===== config.mk =====
export PLATFORM = sky130hd
export DESIGN_NAME = fpi_interlock
export DESIGN_NICKNAME = d
export VERILOG_FILES = /design/src/verilog/fpi_pkg.sv /design/src/verilog/fpi_interlock.sv
export VERILOG_INCLUDE_DIRS = /design/src /design/src/verilog
export SDC_FILE = /design/constraint.sdc
export NUM_CORES = 1
export LEC_CHECK = 0
export ABC_AREA = 1
export BUFFER_PORTS_ARGS = -buffer_cell sky130_fd_sc_hd__buf_2
export CAP_MARGIN = 20
export CORE_ASPECT_RATIO = 1.5
export CORE_MARGIN = 8
export CORE_UTILIZATION = 50
export DETAILED_ROUTE_END_ITERATION = 16
export PLACE_DENSITY = 0.65
export SYNTH_ARGS = -nofsm -noshare
export SYNTH_HDL_FRONTEND = slang
export SYNTH_SLANG_ARGS = --single-unit

===== constraint.sdc =====
create_clock -name clk_i -period 3.1 [get_ports clk_i]
set_input_delay 0.31 -clock clk_i [delete_from_list [all_inputs] [get_ports clk_i]]
set_output_delay 0.31 -clock clk_i [all_outputs]
set_load 0.01 [all_outputs]

===== src/verilog/fpi_map.svh =====
`ifndef FPI_MAP_SVH
`define FPI_MAP_SVH

// Register-file field width of the operand specifiers
`define FPI_REG_W 5
// Operation queue depth used for the full check
`define FPI_Q_DEPTH 4
// Reset values of the pipeline-facing outputs
`define FPI_HOLD_N_RST 1'b1
`define FPI_CCV_RST 1'b1
`define FPI_REQ_N_RST 1'b1
`define FPI_NOTICE_RST 1'b0
// Sequence-error hold length in cycles
`define FPI_SEQ_HOLD_CYC 1

`endif


===== src/verilog/fpi_pkg.sv =====
`include "fpi_map.svh"

package fpi_pkg;

	// Kind of the instruction being selected in decode
	typedef enum logic [5:0] {
		FPI_K_NONE = 6'h01,
		FPI_K_ARITH = 6'h02,
		FPI_K_LOAD = 6'h04,
		FPI_K_STORE = 6'h08,
		FPI_K_SREG = 6'h10,
		FPI_K_CMP = 6'h20
	} fpi_kind_type;

	// Operating mode of the exception handshake
	typedef enum logic [2:0] {
		FPI_M_EXEC = 3'h1,
		FPI_M_PEND = 3'h2,
		FPI_M_EXCPT = 3'h4
	} fpi_mode_type;

	// Decoded instruction presented with the select strobes
	typedef struct packed {
		fpi_kind_type kind;
		logic [`FPI_REG_W-1:0] dest_field;
		logic [`FPI_REG_W-1:0] first_source_field;
		logic [`FPI_REG_W-1:0] second_source_field;
		logic first_used;
		logic second_used;
	} fpi_instr_type;

	// One outstanding arithmetic operation in the queue
	typedef struct packed {
		logic vld;
		logic [`FPI_REG_W-1:0] dest_field;
		logic [`FPI_REG_W-1:0] first_source_field;
		logic [`FPI_REG_W-1:0] second_source_field;
		logic first_used;
		logic second_used;
	} fpi_qent_type;

	// Memory-side hold inputs, all active low
	typedef struct packed {
		logic memory_hold_a_n;
		logic memory_hold_b_n;
		logic bus_memory_hold_n;
	} fpi_mem_hold_type;

endpackage : fpi_pkg

===== src/verilog/fpi_interlock.sv =====
// Contract
// RULE1: freeze on any hold or missing valid
// RULE2: freeze stalls fetch, decode, execute stages
// RULE3: proceed only when all clear together
// RULE4: queued operations keep running while frozen
// RULE5: notice follows hold or lost valid
// RULE6: notice on rising, hold on falling edge
// RULE7: system stops issue using notice only
// RULE8: hold load hitting queued operand fields
// RULE9: hold store reading pending destination
// RULE10: status transfer waits for empty queue
// RULE11: checks include unimplemented queued operations
// RULE12: trap taken in held store's execute
// RULE13: hold arithmetic issue when queue full
// RULE14: release hold entering exception mode
// RULE15: exception mode holds one cycle on error
// RULE16: drop hold one cycle after request
// RULE17: trap taken on the held instruction
// RULE18: request stands until acknowledge arrives
// RULE19: selects start last or second-last fetch
// RULE20: compare lowers valid, restores cycle later
// RULE21: load or arithmetic in exception errs
// RULE22: holds active low, valids active high
// RULE23: queue depth is a design parameter
`timescale 1ns/10ps
`include "fpi_map.svh"

module fpi_interlock (
	// Clock, reset and enable
	input wire logic clk_i,
	input wire logic sys_rst_i,
	input wire logic clk_en_i,
	// Memory and coprocessor holds, coprocessor valid
	input wire fpi_pkg::fpi_mem_hold_type mem_hold_i,
	input wire logic coproc_hold_n_i,
	input wire logic coproc_cond_valid_i,
	// Instruction selects and decoded instruction
	input wire logic select_last_fetched_i,
	input wire logic select_second_last_fetched_i,
	input wire fpi_pkg::fpi_instr_type instr_i,
	// Datapath events
	input wire logic op_complete_i,
	input wire logic cond_codes_ready_i,
	input wire logic exception_event_i,
	input wire logic handler_done_i,
	// Integer unit acknowledge
	input wire logic fp_exception_ack_i,
	// Pipeline outputs
	output logic fpu_hold_n_o,
	output logic fp_cond_valid_o,
	output logic freeze_notice_o,
	output logic fp_exception_req_n_o,
	output logic pipeline_freeze_o,
	output logic sequence_error_o,
	output logic queue_full_o
);
	import fpi_pkg::*;

	localparam int QD = `FPI_Q_DEPTH;
	localparam int PW = $clog2(QD);

	////////////////////////////////////////////////////////////////////////////
	// State
	fpi_qent_type queue_reg [QD];      // Operation queue copy
	logic [PW-1:0] head_reg;           // Oldest entry
	logic [PW-1:0] tail_reg;           // Next free entry
	logic [PW:0] count_reg;            // Occupancy
	fpi_mode_type mode_reg;            // Handshake mode
	logic req_seen_reg;                // Request stood one cycle
	logic cmp_wait_reg;                // Waiting for condition codes
	logic cmp_tail_reg;                // Extra cycle of low valid
	logic seq_err_reg;                 // Sequence error pulse
	logic hold_n_reg;                  // Falling-edge hold
	logic ccv_reg;                     // Falling-edge valid
	logic notice_reg;                  // Rising-edge notice
	logic req_n_reg;                   // Exception request

	////////////////////////////////////////////////////////////////////////////
	// Decode of the incoming instruction
	wire issue = select_last_fetched_i | select_second_last_fetched_i;
	wire is_arith = issue & (instr_i.kind == FPI_K_ARITH);
	wire is_load = issue & (instr_i.kind == FPI_K_LOAD);
	wire is_store = issue & (instr_i.kind == FPI_K_STORE);
	wire is_sreg = issue & (instr_i.kind == FPI_K_SREG);
	wire is_cmp = issue & (instr_i.kind == FPI_K_CMP);
	wire in_exec = (mode_reg == FPI_M_EXEC);
	wire in_pend = (mode_reg == FPI_M_PEND);
	wire in_excpt = (mode_reg == FPI_M_EXCPT);
	wire q_full = (count_reg == (PW+1)'(QD));
	wire q_empty = (count_reg == '0);

	////////////////////////////////////////////////////////////////////////////
	// Per-entry operand comparison
	logic [QD-1:0] load_hit;           // Load dest meets dest or a used source
	logic [QD-1:0] store_hit;          // Store source meets a dest
	genvar gi;
	generate
		for (gi = 0; gi < QD; gi++) begin : g_cmp
			// RULE8: load dest against all valid fields
			assign load_hit[gi] = queue_reg[gi].vld & (
				(queue_reg[gi].dest_field == instr_i.dest_field) |
				(queue_reg[gi].first_used &
				 (queue_reg[gi].first_source_field == instr_i.dest_field)) |
				(queue_reg[gi].second_used &
				 (queue_reg[gi].second_source_field == instr_i.dest_field)));
			// RULE9: store source against pending dest
			assign store_hit[gi] = queue_reg[gi].vld &
				(queue_reg[gi].dest_field == instr_i.dest_field);
		end
	endgenerate

	////////////////////////////////////////////////////////////////////////////
	// Hold sources
	// RULE11: every queued operation is checked, implemented or not
	wire load_dep = is_load & (|load_hit);
	wire store_dep = is_store & (|store_hit);
	// RULE10: status transfer needs an idle queue
	wire sreg_dep = is_sreg & ~q_empty;
	// RULE13: arithmetic issue into a full queue
	wire full_dep = is_arith & q_full;
	wire dep_hold = load_dep | store_dep | sreg_dep | full_dep;
	// RULE14: exception mode holds only on sequence error
	// RULE15: one-cycle hold from the error pulse
	// RULE16: pending hold released after request stood a cycle
	wire hold_want = in_excpt ? seq_err_reg :
		in_pend ? (dep_hold & ~req_seen_reg) : dep_hold;
	// RULE20: valid low while codes pending and one cycle after
	wire ccv_want = ~(cmp_wait_reg | cmp_tail_reg);

	////////////////////////////////////////////////////////////////////////////
	// Pipeline freeze
	// RULE22: holds active low, valids active high
	wire any_hold = ~mem_hold_i.memory_hold_a_n | ~mem_hold_i.memory_hold_b_n |
		~mem_hold_i.bus_memory_hold_n | ~coproc_hold_n_i | ~hold_n_reg;
	wire any_invalid = ~coproc_cond_valid_i | ~ccv_reg;
	// RULE1: freeze combines all sources
	// RULE3: released only when all clear at once
	// RULE2: fetch, decode and execute stall on this level
	assign pipeline_freeze_o = any_hold | any_invalid;
	wire advance = ~pipeline_freeze_o & in_exec;
	// RULE19: either select starts an instruction in decode
	wire push = is_arith & advance & ~q_full;
	// RULE4: completion is not gated by the freeze
	wire pop = op_complete_i & ~q_empty;

	////////////////////////////////////////////////////////////////////////////
	// Queue occupancy
	always_ff @(posedge clk_i) begin
		if (sys_rst_i) begin
			head_reg <= '0;
			tail_reg <= '0;
			count_reg <= '0;
		end else if (clk_en_i) begin
			// Pointers wrap at the parameter depth
			if (push) begin
				tail_reg <= (tail_reg == PW'(QD-1)) ? '0 : tail_reg + 1'b1;
			end
			if (pop) begin
				head_reg <= (head_reg == PW'(QD-1)) ? '0 : head_reg + 1'b1;
			end
			count_reg <= count_reg + (PW+1)'(push) - (PW+1)'(pop);
		end
	end

	// Queue entries
	generate
		for (gi = 0; gi < QD; gi++) begin : g_ent
			// RULE23: one entry per parameter slot
			always_ff @(posedge clk_i) begin
				if (sys_rst_i) begin
					queue_reg[gi] <= '0;
				end else if (clk_en_i) begin
					// Fill at tail, drop at head
					if (push && tail_reg == PW'(gi)) begin
						queue_reg[gi] <= {1'b1, instr_i.dest_field,
							instr_i.first_source_field, instr_i.second_source_field,
							instr_i.first_used, instr_i.second_used};
					end else if (pop && head_reg == PW'(gi)) begin
						queue_reg[gi].vld <= 1'b0;
					end
				end
			end
		end
	endgenerate

	////////////////////////////////////////////////////////////////////////////
	// Mode and exception request
	always_ff @(posedge clk_i) begin
		if (sys_rst_i) begin
			mode_reg <= FPI_M_EXEC;
			req_n_reg <= `FPI_REQ_N_RST;
			req_seen_reg <= 1'b0;
		end else if (clk_en_i) begin
			req_seen_reg <= in_pend;
			case (mode_reg)
				// Raise request on a datapath exception
				FPI_M_EXEC: begin
					if (exception_event_i) begin
						mode_reg <= FPI_M_PEND;
						req_n_reg <= 1'b0;
					end
				end
				// RULE18: request stands until acknowledged
				FPI_M_PEND: begin
					if (fp_exception_ack_i) begin
						mode_reg <= FPI_M_EXCPT;
						req_n_reg <= 1'b1;
					end
				end
				// Handler drains queue then returns
				FPI_M_EXCPT: begin
					if (handler_done_i && q_empty) begin
						mode_reg <= FPI_M_EXEC;
					end
				end
				default: begin
					mode_reg <= FPI_M_EXEC;
				end
			endcase
		end
	end

	// Compare tracking and sequence error
	always_ff @(posedge clk_i) begin
		if (sys_rst_i) begin
			cmp_wait_reg <= 1'b0;
			cmp_tail_reg <= 1'b0;
			seq_err_reg <= 1'b0;
		end else if (clk_en_i) begin
			// RULE20: wait for codes, then one more cycle
			cmp_wait_reg <= cmp_wait_reg ? ~cond_codes_ready_i : (is_cmp & advance);
			cmp_tail_reg <= cmp_wait_reg & cond_codes_ready_i;
			// RULE21: load or arithmetic in exception mode
			seq_err_reg <= in_excpt & (is_load | is_arith) & ~seq_err_reg;
		end
	end

	////////////////////////////////////////////////////////////////////////////
	// RULE6: hold and valid move on the falling edge
	always_ff @(negedge clk_i) begin
		if (sys_rst_i) begin
			hold_n_reg <= `FPI_HOLD_N_RST;
			ccv_reg <= `FPI_CCV_RST;
		end else if (clk_en_i) begin
			hold_n_reg <= ~hold_want;
			ccv_reg <= ccv_want;
		end
	end

	// RULE5: notice on hold or lost valid
	// RULE7: one signal tells the system to stop issue
	always_ff @(posedge clk_i) begin
		if (sys_rst_i) begin
			notice_reg <= `FPI_NOTICE_RST;
		end else if (clk_en_i) begin
			notice_reg <= hold_want | ~ccv_want;
		end
	end

	// Output drive
	assign fpu_hold_n_o = hold_n_reg;
	assign fp_cond_valid_o = ccv_reg;
	assign freeze_notice_o = notice_reg;
	assign fp_exception_req_n_o = req_n_reg;
	assign sequence_error_o = seq_err_reg;
	assign queue_full_o = q_full;

	////////////////////////////////////////////////////////////////////////////
	// Checks
	chk_mem_freeze: assert property ( // RULE1
		@(posedge clk_i) disable iff (sys_rst_i || !clk_en_i)
		(!mem_hold_i.memory_hold_a_n || !coproc_hold_n_i || !fp_cond_valid_o)
		|-> pipeline_freeze_o)
		else $error("freeze missing for active hold");
	chk_clear_proceed: assert property ( // RULE3
		@(posedge clk_i) disable iff (sys_rst_i || !clk_en_i)
		(&mem_hold_i && coproc_hold_n_i && fpu_hold_n_o && coproc_cond_valid_i
		 && fp_cond_valid_o) |-> !pipeline_freeze_o)
		else $error("freeze with all sources clear");
	chk_notice_follow: assert property ( // RULE5
		@(posedge clk_i) disable iff (sys_rst_i || !clk_en_i)
		(!fpu_hold_n_o || !fp_cond_valid_o) |=> freeze_notice_o)
		else $error("notice missing after hold");
	// RULE6: notice as it stood at the falling edge
	logic notice_fall_reg;             // Notice captured on the falling edge
	always_ff @(negedge clk_i) begin
		notice_fall_reg <= freeze_notice_o;
	end
	// A notice that moved on the falling edge differs at the next rising edge
	chk_notice_edge: assert property ( // RULE6
		@(posedge clk_i) disable iff (sys_rst_i)
		freeze_notice_o == notice_fall_reg)
		else $error("notice changed on falling edge");
	// Hold moved at the falling edge, so it is low by the rising edge
	chk_load_dep: assert property ( // RULE8
		@(posedge clk_i) disable iff (sys_rst_i || !clk_en_i)
		(in_exec && is_load && |load_hit) |-> !fpu_hold_n_o)
		else $error("load dependency not held");
	chk_store_dep: assert property ( // RULE9
		@(posedge clk_i) disable iff (sys_rst_i || !clk_en_i)
		(in_exec && is_store && |store_hit) |-> !fpu_hold_n_o)
		else $error("store dependency not held");
	chk_full_hold: assert property ( // RULE13
		@(posedge clk_i) disable iff (sys_rst_i || !clk_en_i)
		(in_exec && is_arith && count_reg == (PW+1)'(QD)) |-> !fpu_hold_n_o)
		else $error("full queue not held");
	chk_seq_pulse: assert property ( // RULE15
		@(posedge clk_i) disable iff (sys_rst_i || !clk_en_i)
		(in_excpt && $fell(fpu_hold_n_o)) |=> fpu_hold_n_o)
		else $error("exception hold longer than one cycle");
	chk_hold_drop: assert property ( // RULE16
		@(posedge clk_i) disable iff (sys_rst_i || !clk_en_i)
		($fell(fp_exception_req_n_o) && !fpu_hold_n_o)
		|=> fpu_hold_n_o)
		else $error("hold not dropped after request");
	chk_req_stand: assert property ( // RULE18
		@(posedge clk_i) disable iff (sys_rst_i || !clk_en_i)
		(!fp_exception_req_n_o && !fp_exception_ack_i) |=> !fp_exception_req_n_o)
		else $error("request dropped before acknowledge");
	chk_cmp_tail: assert property ( // RULE20
		@(posedge clk_i) disable iff (sys_rst_i || !clk_en_i)
		(cmp_wait_reg && cond_codes_ready_i) |=> !fp_cond_valid_o ##1 fp_cond_valid_o)
		else $error("valid restored too early");
	chk_seq_error: assert property ( // RULE21
		@(posedge clk_i) disable iff (sys_rst_i || !clk_en_i)
		(in_excpt && is_load && !seq_err_reg) |=> sequence_error_o)
		else $error("sequence error missed");

endmodule : fpi_interlock


==> qor.yml, run 1 <==
run_status: "finished with violations"
violations: "negative setup slack"
r2r_start: "fpu_hold_n_o$_SDFFE_NP1P_"
grt_start_max_net_pins: 21
synth_mux_area_frac: 0
nFillCells: 733
timing_worst_setup_path_type: "reg -> reg"
maxCapViolations: 0
hpwl_reported_at_the_end_of_detailed_placement_mm: 8.64
antenna_cells: 0
synthAdderAreaFrac: 0.0297
postSynthNetCount: 646
avgRoutedWirePerCell_um: 15.9
total_gr_overflow: 0
holdPathStages: 3
slew_headroom: 0.750
globalplace.congestion: 0.872
clock-root-buffer: "sky130_fd_sc_hd__clkbuf_16"
die_area_um2: 13300
drt-vias-per-instance: 5.13
total_switching_power_w: 0.000703
report.final.slew_viol_count: 0
globalRouteTotalUtil: 0.187
reg2reg_setup_slack_ps: -690
comb_power_share: 0.119
first_global_vias: 4200
place_worst_setup_slack_ps: -687
power.total_w: 0.00294
finalHoldViolations: 0
timing_worst_slew_pin_value_ps: 374
worst-path-max-fanout: 17
internal_power_w: 0.00224
number_of_warnings_reported_in_the_yosys_synthesis_log: 0
ys_seq_area_frac: 0.516
vias: 4193
hold_class: "in -> reg"
drive_gt1_frac: 0.336
fin_util: 0.690
rsz0062_at_grt: "true"
largest_clock_skew_in_the_final_design_ps: 58.3
multi_input_comb_area_um2: 2340
synth-compound-area-share: 0.0489
syn_area_um2: 4890
die_x_um: 96.7
final-setup-viol-count: 149
clkLatencyLatePin_ps: 390
whs_endpoint: "cmp_tail_reg$_SDFFE_PP0P_"
post_route_setup_slack_ps: -690
yosys_register_bits: 90
cts_max_path_buffers: 2
reg2regPathDepth: 13
cts_inserted_buffers: 9
detailed_routing_iterations_pass_1: 5
die_h_um: 137
number_of_levels_in_the_clock_h_tree: 3
p_seq_frac: 0.468
std_cell_core_area_um2: 9580
clk_transition_reported_paths_ps: 60
num_rows: 44
worst_ir_drop_vdd_v: 0.000386
synth_xor_xnor_area_share: 0.0179
io_pins: 45
power-per-cell-area_nw_per_um2: 445
synthesis.area_per_instance_um2: 8.19
setup.worst_path.start_class: "register"
number_of_buffers_inserted_by_hold_repair_at_cts: 0
dominant_combinational_cell_family_by_area_after_synthesis: "simple AND/OR/NAND/NOR gates"
crit_path_dat_ps: 3820
initial_cell_density_of_the_core: 0.510
power.share.clock: 0.413
worst_setup_path_end_kind: "register"
largest_register_ffs: 72
number_of_antenna_violations_at_the_first_check_in_global_routing: 0
worstHoldStart: "cond_codes_ready_i"
area_growth_syn_to_layout_pct: 35.3
timing.critical_path.required_ps: 3130
synth_cells: 597
finalWirelength_mm: 13.0
grt_pass1_wl_mm: 19.6
drc_errors: 0
route.antenna.remaining_nets: 0
dr.first_iter.drc_count: 311
final_net_count: 747
clkSinkCount: 90
power.share.switching: 0.239
synth-simple-area-share: 0.296
ff_latch_area_um2: 2520
synth.lib_cells_used.distinct: 34
port_buffers: 44
tritoncts_clock_tree: "yes"
leak_pwr_nw: 2.92
critical_path.reg2reg.endpoint: "queue_reg[1][14]$_SDFFCE_PN0P_"
==> what timing repair did <==
action,CTS,global route
setup endpoints to repair,150,151
pin swaps,5,14
setup buffers,7,9
hold endpoints to repair,0,0
gates cloned,4,4
gates resized for setup,35,91
==> worst max-delay path, cell delays in order, from the launching register on <==
cell and delay [ps]:
sky130_fd_sc_hd__dfxtp_2 310, sky130_fd_sc_hd__nand2_1 50, sky130_fd_sc_hd__nor2_1 80, sky130_fd_sc_hd__nand4_1 160, sky130_fd_sc_hd__nor2_4 190, sky130_fd_sc_hd__nand3_4 100, sky130_fd_sc_hd__buf_4 140, sky130_fd_sc_hd__buf_6 100
sky130_fd_sc_hd__buf_6 110, sky130_fd_sc_hd__nor2_8 130, sky130_fd_sc_hd__buf_12 150, sky130_fd_sc_hd__nand2_8 70, sky130_fd_sc_hd__buf_12 140, sky130_fd_sc_hd__nand2_8 140
==> metrics by stage <==
step	cell area (µm²)	hold WS [ps]	TNS, ps	cells
2_1_floorplan	5000	443	-32040	597
3_3_place_gp	5620	456	-45130	778
3_5_place_dp	5620	462	-49810	778
4_1_cts	6190	253	-63120	806
5_1_grt	6610	294	-107680	818
6_report	6610	259	-92650	818
==> cells in the mapped netlist, drive strengths merged <==
| master | count | share of area |
|---|---|---|
| a21oi | 17 | 0.017 |
| a31o | 1 | 0.0018 |
| a31oi | 1 | 0.0013 |
| buf | 15 | 0.023 |
| clkbuf | 3 | 0.0023 |
| clkinv | 1 | 0.0010 |
| dfxtp | 18 | 0.074 |
| edfxtp | 72 | 0.44 |
| fa | 1 | 0.0041 |
| ha | 10 | 0.026 |
| inv | 84 | 0.065 |
| nand2 | 162 | 0.13 |
| nand3 | 23 | 0.026 |
| nand4 | 6 | 0.0077 |
| nor2 | 135 | 0.12 |
| nor3 | 9 | 0.010 |
| nor4 | 1 | 0.0013 |
| o21a | 1 | 0.0015 |
| o21ai | 25 | 0.026 |
| o22ai | 1 | 0.0013 |
| or2 | 1 | 0.0013 |
| xor2 | 10 | 0.018 |
==> logic make-up (layout without fill, tap and decap cells) <==
family                   Yosys count  in the layout
AO/OA/AOI/OAI                     46             46
XOR/XNOR                          10             10
adder cells (fa/ha/maj)           11             11
buffers and inverters            103            209
flip-flops                        90             90
AND/OR/NAND/NOR                  337            337
==> layout by cell type (no fill, tap or decap), types with 3 or more instances in the layout <==
| cell | instances |
|---|---|
| sky130_fd_sc_hd__inv_2 | 7 |
| sky130_fd_sc_hd__buf_2 | 44 |
| sky130_fd_sc_hd__nand3_2 | 5 |
| sky130_fd_sc_hd__buf_12 | 12 |
| sky130_fd_sc_hd__nand2_2 | 3 |
| sky130_fd_sc_hd__nand3_1 | 16 |
| sky130_fd_sc_hd__nand2_8 | 6 |
| sky130_fd_sc_hd__ha_1 | 8 |
| sky130_fd_sc_hd__inv_8 | 5 |
| sky130_fd_sc_hd__inv_4 | 3 |
| sky130_fd_sc_hd__xor2_1 | 10 |
| sky130_fd_sc_hd__nor2_4 | 26 |
| sky130_fd_sc_hd__nand4_1 | 6 |
| sky130_fd_sc_hd__edfxtp_1 | 72 |
| sky130_fd_sc_hd__nand2_1 | 152 |
| sky130_fd_sc_hd__buf_4 | 33 |
| sky130_fd_sc_hd__buf_6 | 10 |
| sky130_fd_sc_hd__inv_1 | 73 |
| sky130_fd_sc_hd__a21oi_1 | 15 |
| sky130_fd_sc_hd__clkbuf_16 | 10 |
| sky130_fd_sc_hd__o21ai_1 | 10 |
| sky130_fd_sc_hd__nor2_1 | 62 |
| sky130_fd_sc_hd__dfxtp_1 | 16 |
| sky130_fd_sc_hd__nor2_2 | 46 |
| sky130_fd_sc_hd__o21ai_0 | 14 |
| sky130_fd_sc_hd__nor3_1 | 7 |
==> worst max-delay path by stage <==
stage                                            start                             end  slack (ps)  cells after the start
after floorplan              fpu_hold_n_o$_SDFFE_NP1P_       count_reg[2]$_SDFFE_PP0P_        -690                     14
after global placement       fpu_hold_n_o$_SDFFE_NP1P_       count_reg[2]$_SDFFE_PP0P_        -600                     14
after detailed placement     fpu_hold_n_o$_SDFFE_NP1P_       count_reg[2]$_SDFFE_PP0P_        -690                     14
after CTS                    fpu_hold_n_o$_SDFFE_NP1P_       count_reg[2]$_SDFFE_PP0P_        -670                     14
after global routing      fp_cond_valid_o$_SDFFE_NP1P_       count_reg[2]$_SDFFE_PP0P_        -810                     14
final                        fpu_hold_n_o$_SDFFE_NP1P_  queue_reg[1][14]$_SDFFCE_PN0P_        -690                     13
==> power by group through the flow <==
stage / sequential (W) / clock, W / combinational (W)
6_report: 0.00138 / 0.00121 / 0.000352
2_1_floorplan: 0.00140 / 0.00000606 / 0.000195
3_5_place_dp: 0.00140 / 0.00000606 / 0.000331
5_1_grt: 0.00138 / 0.00128 / 0.000393
3_3_place_gp: 0.00140 / 0.00000606 / 0.000323
4_1_cts: 0.00138 / 0.00124 / 0.000339
==> per-layer routing <==
layer | vias up | GRT usage | share of wire
met1 | 1966 | 0.173 | 0.35
met5 | - | 0 | 0
met3 | 37 | 0.0323 | 0.040
li1 | 2084 | - | -
met4 | 0 | 0.126 | 0.053
met2 | 106 | 0.363 | 0.56
==> cell type report <==
cell class,count,share of cell area
sequential,90,0.382
multi-input combinational,404,0.354
timing repair buffer,99,0.124
inverter,84,0.0524
clock buffer,10,0.0379
tap,115,0.0218
clock inverter,8,0.0140
timing repair inverter,8,0.0134
(Power assumes the default switching activity.)
==> run 2, diff against run 1 <==
HOLD_SLACK_MARGIN = 0.05   (was default)
PLACE_DENSITY = 0.69   (was 0.65)
==> run 2 against run 1 <==
  * The run still ends with negative setup slack left
  * Sequential share of layout area is 0.36 points higher
  * Total power rose by 6.6%
  * Sequential power barely moved
  * Critical path depth grew 1
  * Setup slack improved by 26 ps
  * Register-to-register slack better by 30 ps
  * Routed wire length grew 4.6%
  * Critical path type unchanged
  * Largest cell class unchanged
==> qor.yml, run 2 (same netlist as run 1, synthesis figures left out) <==
run_status: "finished with violations"
violations: "negative setup slack"
area_growth_syn_to_layout_pct: 34.0
slew_headroom: 0.727  # -0.0234
cts_max_path_buffers: 2  # unchanged
first_global_vias: 4145  # -1.3%
num_rows: 44  # unchanged
std_cell_core_area_um2: 9580  # unchanged
total_gr_overflow: 0  # unchanged
avgRoutedWirePerCell_um: 16.7  # +4.8%
final_cell_mix: "152 x sky130_fd_sc_hd__nand2_1, 79 x sky130_fd_sc_hd__nor2_1, 72 x sky130_fd_sc_hd__inv_1, 72 x sky130_fd_sc_hd__edfxtp_1, 43 x sky130_fd_sc_hd__buf_2"
number_of_antenna_violations_at_the_first_check_in_global_routing: 0  # unchanged
nFillCells: 722  # -1.5%
finalWirelength_mm: 13.6  # +4.6%
placedInstanceArea_um2: 5640  # +0.36%
leak_pwr_nw: 2.95  # +1.2%
clkLatencyLatePin_ps: 400  # about the same
antenna_cells: 0  # unchanged
largest_register_ffs: 72  # unchanged
total_switching_power_w: 0.000717  # +2.1%
final-setup-viol-count: 151  # +1.3%
grt_start_max_net_pins: 21  # unchanged
p_seq_frac: 0.439  # -0.029
vias: 4277  # +2.0%
initial_cell_density_of_the_core: 0.510  # unchanged
globalRouteTotalUtil: 0.191  # +0.00414
worst_setup_path_end_kind: "register"
route.antenna.remaining_nets: 0  # unchanged
drive_gt1_frac: 0.310  # -0.0261
timing.critical_path.required_ps: 3380  # +250 ps
clock-root-buffer: "sky130_fd_sc_hd__clkbuf_16"
setup.worst_path.start_class: "register"
place_worst_setup_slack_ps: -665  # +21.6 ps
port_buffers: 44  # unchanged
cts_inserted_buffers: 9  # unchanged
clkSinkCount: 90  # unchanged
number_of_levels_in_the_clock_h_tree: 3  # unchanged
dr.first_iter.drc_count: 404  # +30%
clk_transition_reported_paths_ps: 60  # about the same
final_common_cell: "sky130_fd_sc_hd__nand2_1"
setup-tns-final_ps: -81960  # +10,690 ps
crit_path_dat_ps: 4040  # +220 ps
timing_worst_setup_path_type: "reg -> reg"
post-route-cell-area_um2: 6550  # -0.93%
io_pins: 45  # unchanged
hold_class: "in -> reg"
die_x_um: 96.7  # unchanged
worst_ir_drop_vdd_v: 0.000378  # -2.1%
maxCapViolations: 0  # unchanged
hpwl_reported_at_the_end_of_detailed_placement_mm: 8.74  # +1.1%
timing_worst_slew_pin_value_ps: 406  # +32.0 ps
power.total_w: 0.00314  # +6.6%
internal_power_w: 0.00242  # +8.0%
die_h_um: 137  # unchanged
finalHoldViolations: 0  # unchanged
detailed_routing_iterations_pass_1: 5  # unchanged
die_area_um2: 13300  # unchanged
grt_pass1_wl_mm: 19.9  # +1.7%
globalplace.congestion: 0.857  # -1.7%
power.share.clock: 0.442  # +0.029
drc_errors: 0  # unchanged
comb_power_share: 0.120  # about the same
post_route_setup_slack_ps: -664  # +26.0 ps
power.share.switching: 0.229  # -0.0101
number_of_buffers_inserted_by_hold_repair_at_cts: 0  # unchanged
worst-path-max-fanout: 2  # -15
largest_clock_skew_in_the_final_design_ps: 58.1  # -0.130 ps
tritoncts_clock_tree: "yes"
power-per-cell-area_nw_per_um2: 479  # +7.6%
final_net_count: 745  # -0.27%
report.final.slew_viol_count: 0  # unchanged
rsz0062_at_grt: "true"
drt-vias-per-instance: 5.24  # +2.3%
==> run 2: final timing paths <==
path	cells past startpoint	end	start	slack, ps
max reg2reg	14	count_reg[2]$_SDFFE_PP0P_	fpu_hold_n_o$_SDFFE_NP1P_	-660
max	14	count_reg[2]$_SDFFE_PP0P_	fpu_hold_n_o$_SDFFE_NP1P_	-660
min reg2reg	2	fp_exception_req_n_o$_SDFFE_PP1P_	fp_exception_req_n_o$_SDFFE_PP1P_	480
min	3	cmp_tail_reg$_SDFFE_PP0P_	cond_codes_ready_i	290
==> run 2: area by class of cell <==
type / instances / area (µm²) / area share
Clock buffer: 10 / 250 / 0.0382
Clock inverter: 8 / 140 / 0.0214
Inverter: 84 / 344 / 0.0525
Multi-Input combinational cell: 404 / 2250 / 0.343
Sequential cell: 90 / 2520 / 0.385
Tap cell: 115 / 144 / 0.0220
Timing Repair Buffer: 101 / 863 / 0.132
Timing Repair inverter: 4 / 37.5 / 0.00573
==> run 2: routing by layer <==
| metal | share of wire | vias to the layer above | track usage |
|---|---|---|---|
| met5 | 0 | - | 0 |
| met3 | 0.044 | 41 | 0.0334 |
| met4 | 0.044 | 0 | 0.103 |
| li1 | - | 2075 | - |
| met1 | 0.34 | 2021 | 0.179 |
| met2 | 0.58 | 140 | 0.380 |
==> run 2: power by group through the flow <==
stage	logic, W	clock network, W	registers (W)
finish	0.000375	0.00139	0.00138
global route	0.000412	0.00144	0.00138
global placement	0.000328	0.00000606	0.00140
detailed placement	0.000340	0.00000606	0.00140
CTS	0.000357	0.00138	0.00137
floorplan	0.000195	0.00000606	0.00140
==> run 2: stage by stage <==
| step | hold slack [ps] | utilization | instances |
|---|---|---|---|
| 2_1_floorplan | 443 | - | 597 |
| 5_1_grt | 299 | 0.684 | 816 |
| 3_3_place_gp | 452 | 0.589 | 779 |
| 4_1_cts | 286 | 0.649 | 806 |
| 6_report | 288 | 0.684 | 816 |
| 3_5_place_dp | 468 | 0.589 | 779 |
==> run 2: what timing repair did <==
item	CTS	global route
buffers inserted	8	8
gates resized for setup	24	63
pin swaps	7	14
gates cloned	3	2
endpoints found under the setup margin	150	151
==> run 2: critical path: stages, from the launching register on <==
cell,delay (ps)
sky130_fd_sc_hd__dfxtp_2,320
sky130_fd_sc_hd__nand2_1,50
sky130_fd_sc_hd__nor2_1,70
sky130_fd_sc_hd__nand4_1,170
sky130_fd_sc_hd__nor2_4,180
sky130_fd_sc_hd__nand3_4,90
sky130_fd_sc_hd__ha_4,220
sky130_fd_sc_hd__inv_2,60
sky130_fd_sc_hd__ha_4,120
sky130_fd_sc_hd__inv_2,30
sky130_fd_sc_hd__fa_2,340
sky130_fd_sc_hd__a21oi_2,120
sky130_fd_sc_hd__o21a_1,150
sky130_fd_sc_hd__o21ai_1,60
sky130_fd_sc_hd__a21oi_1,120
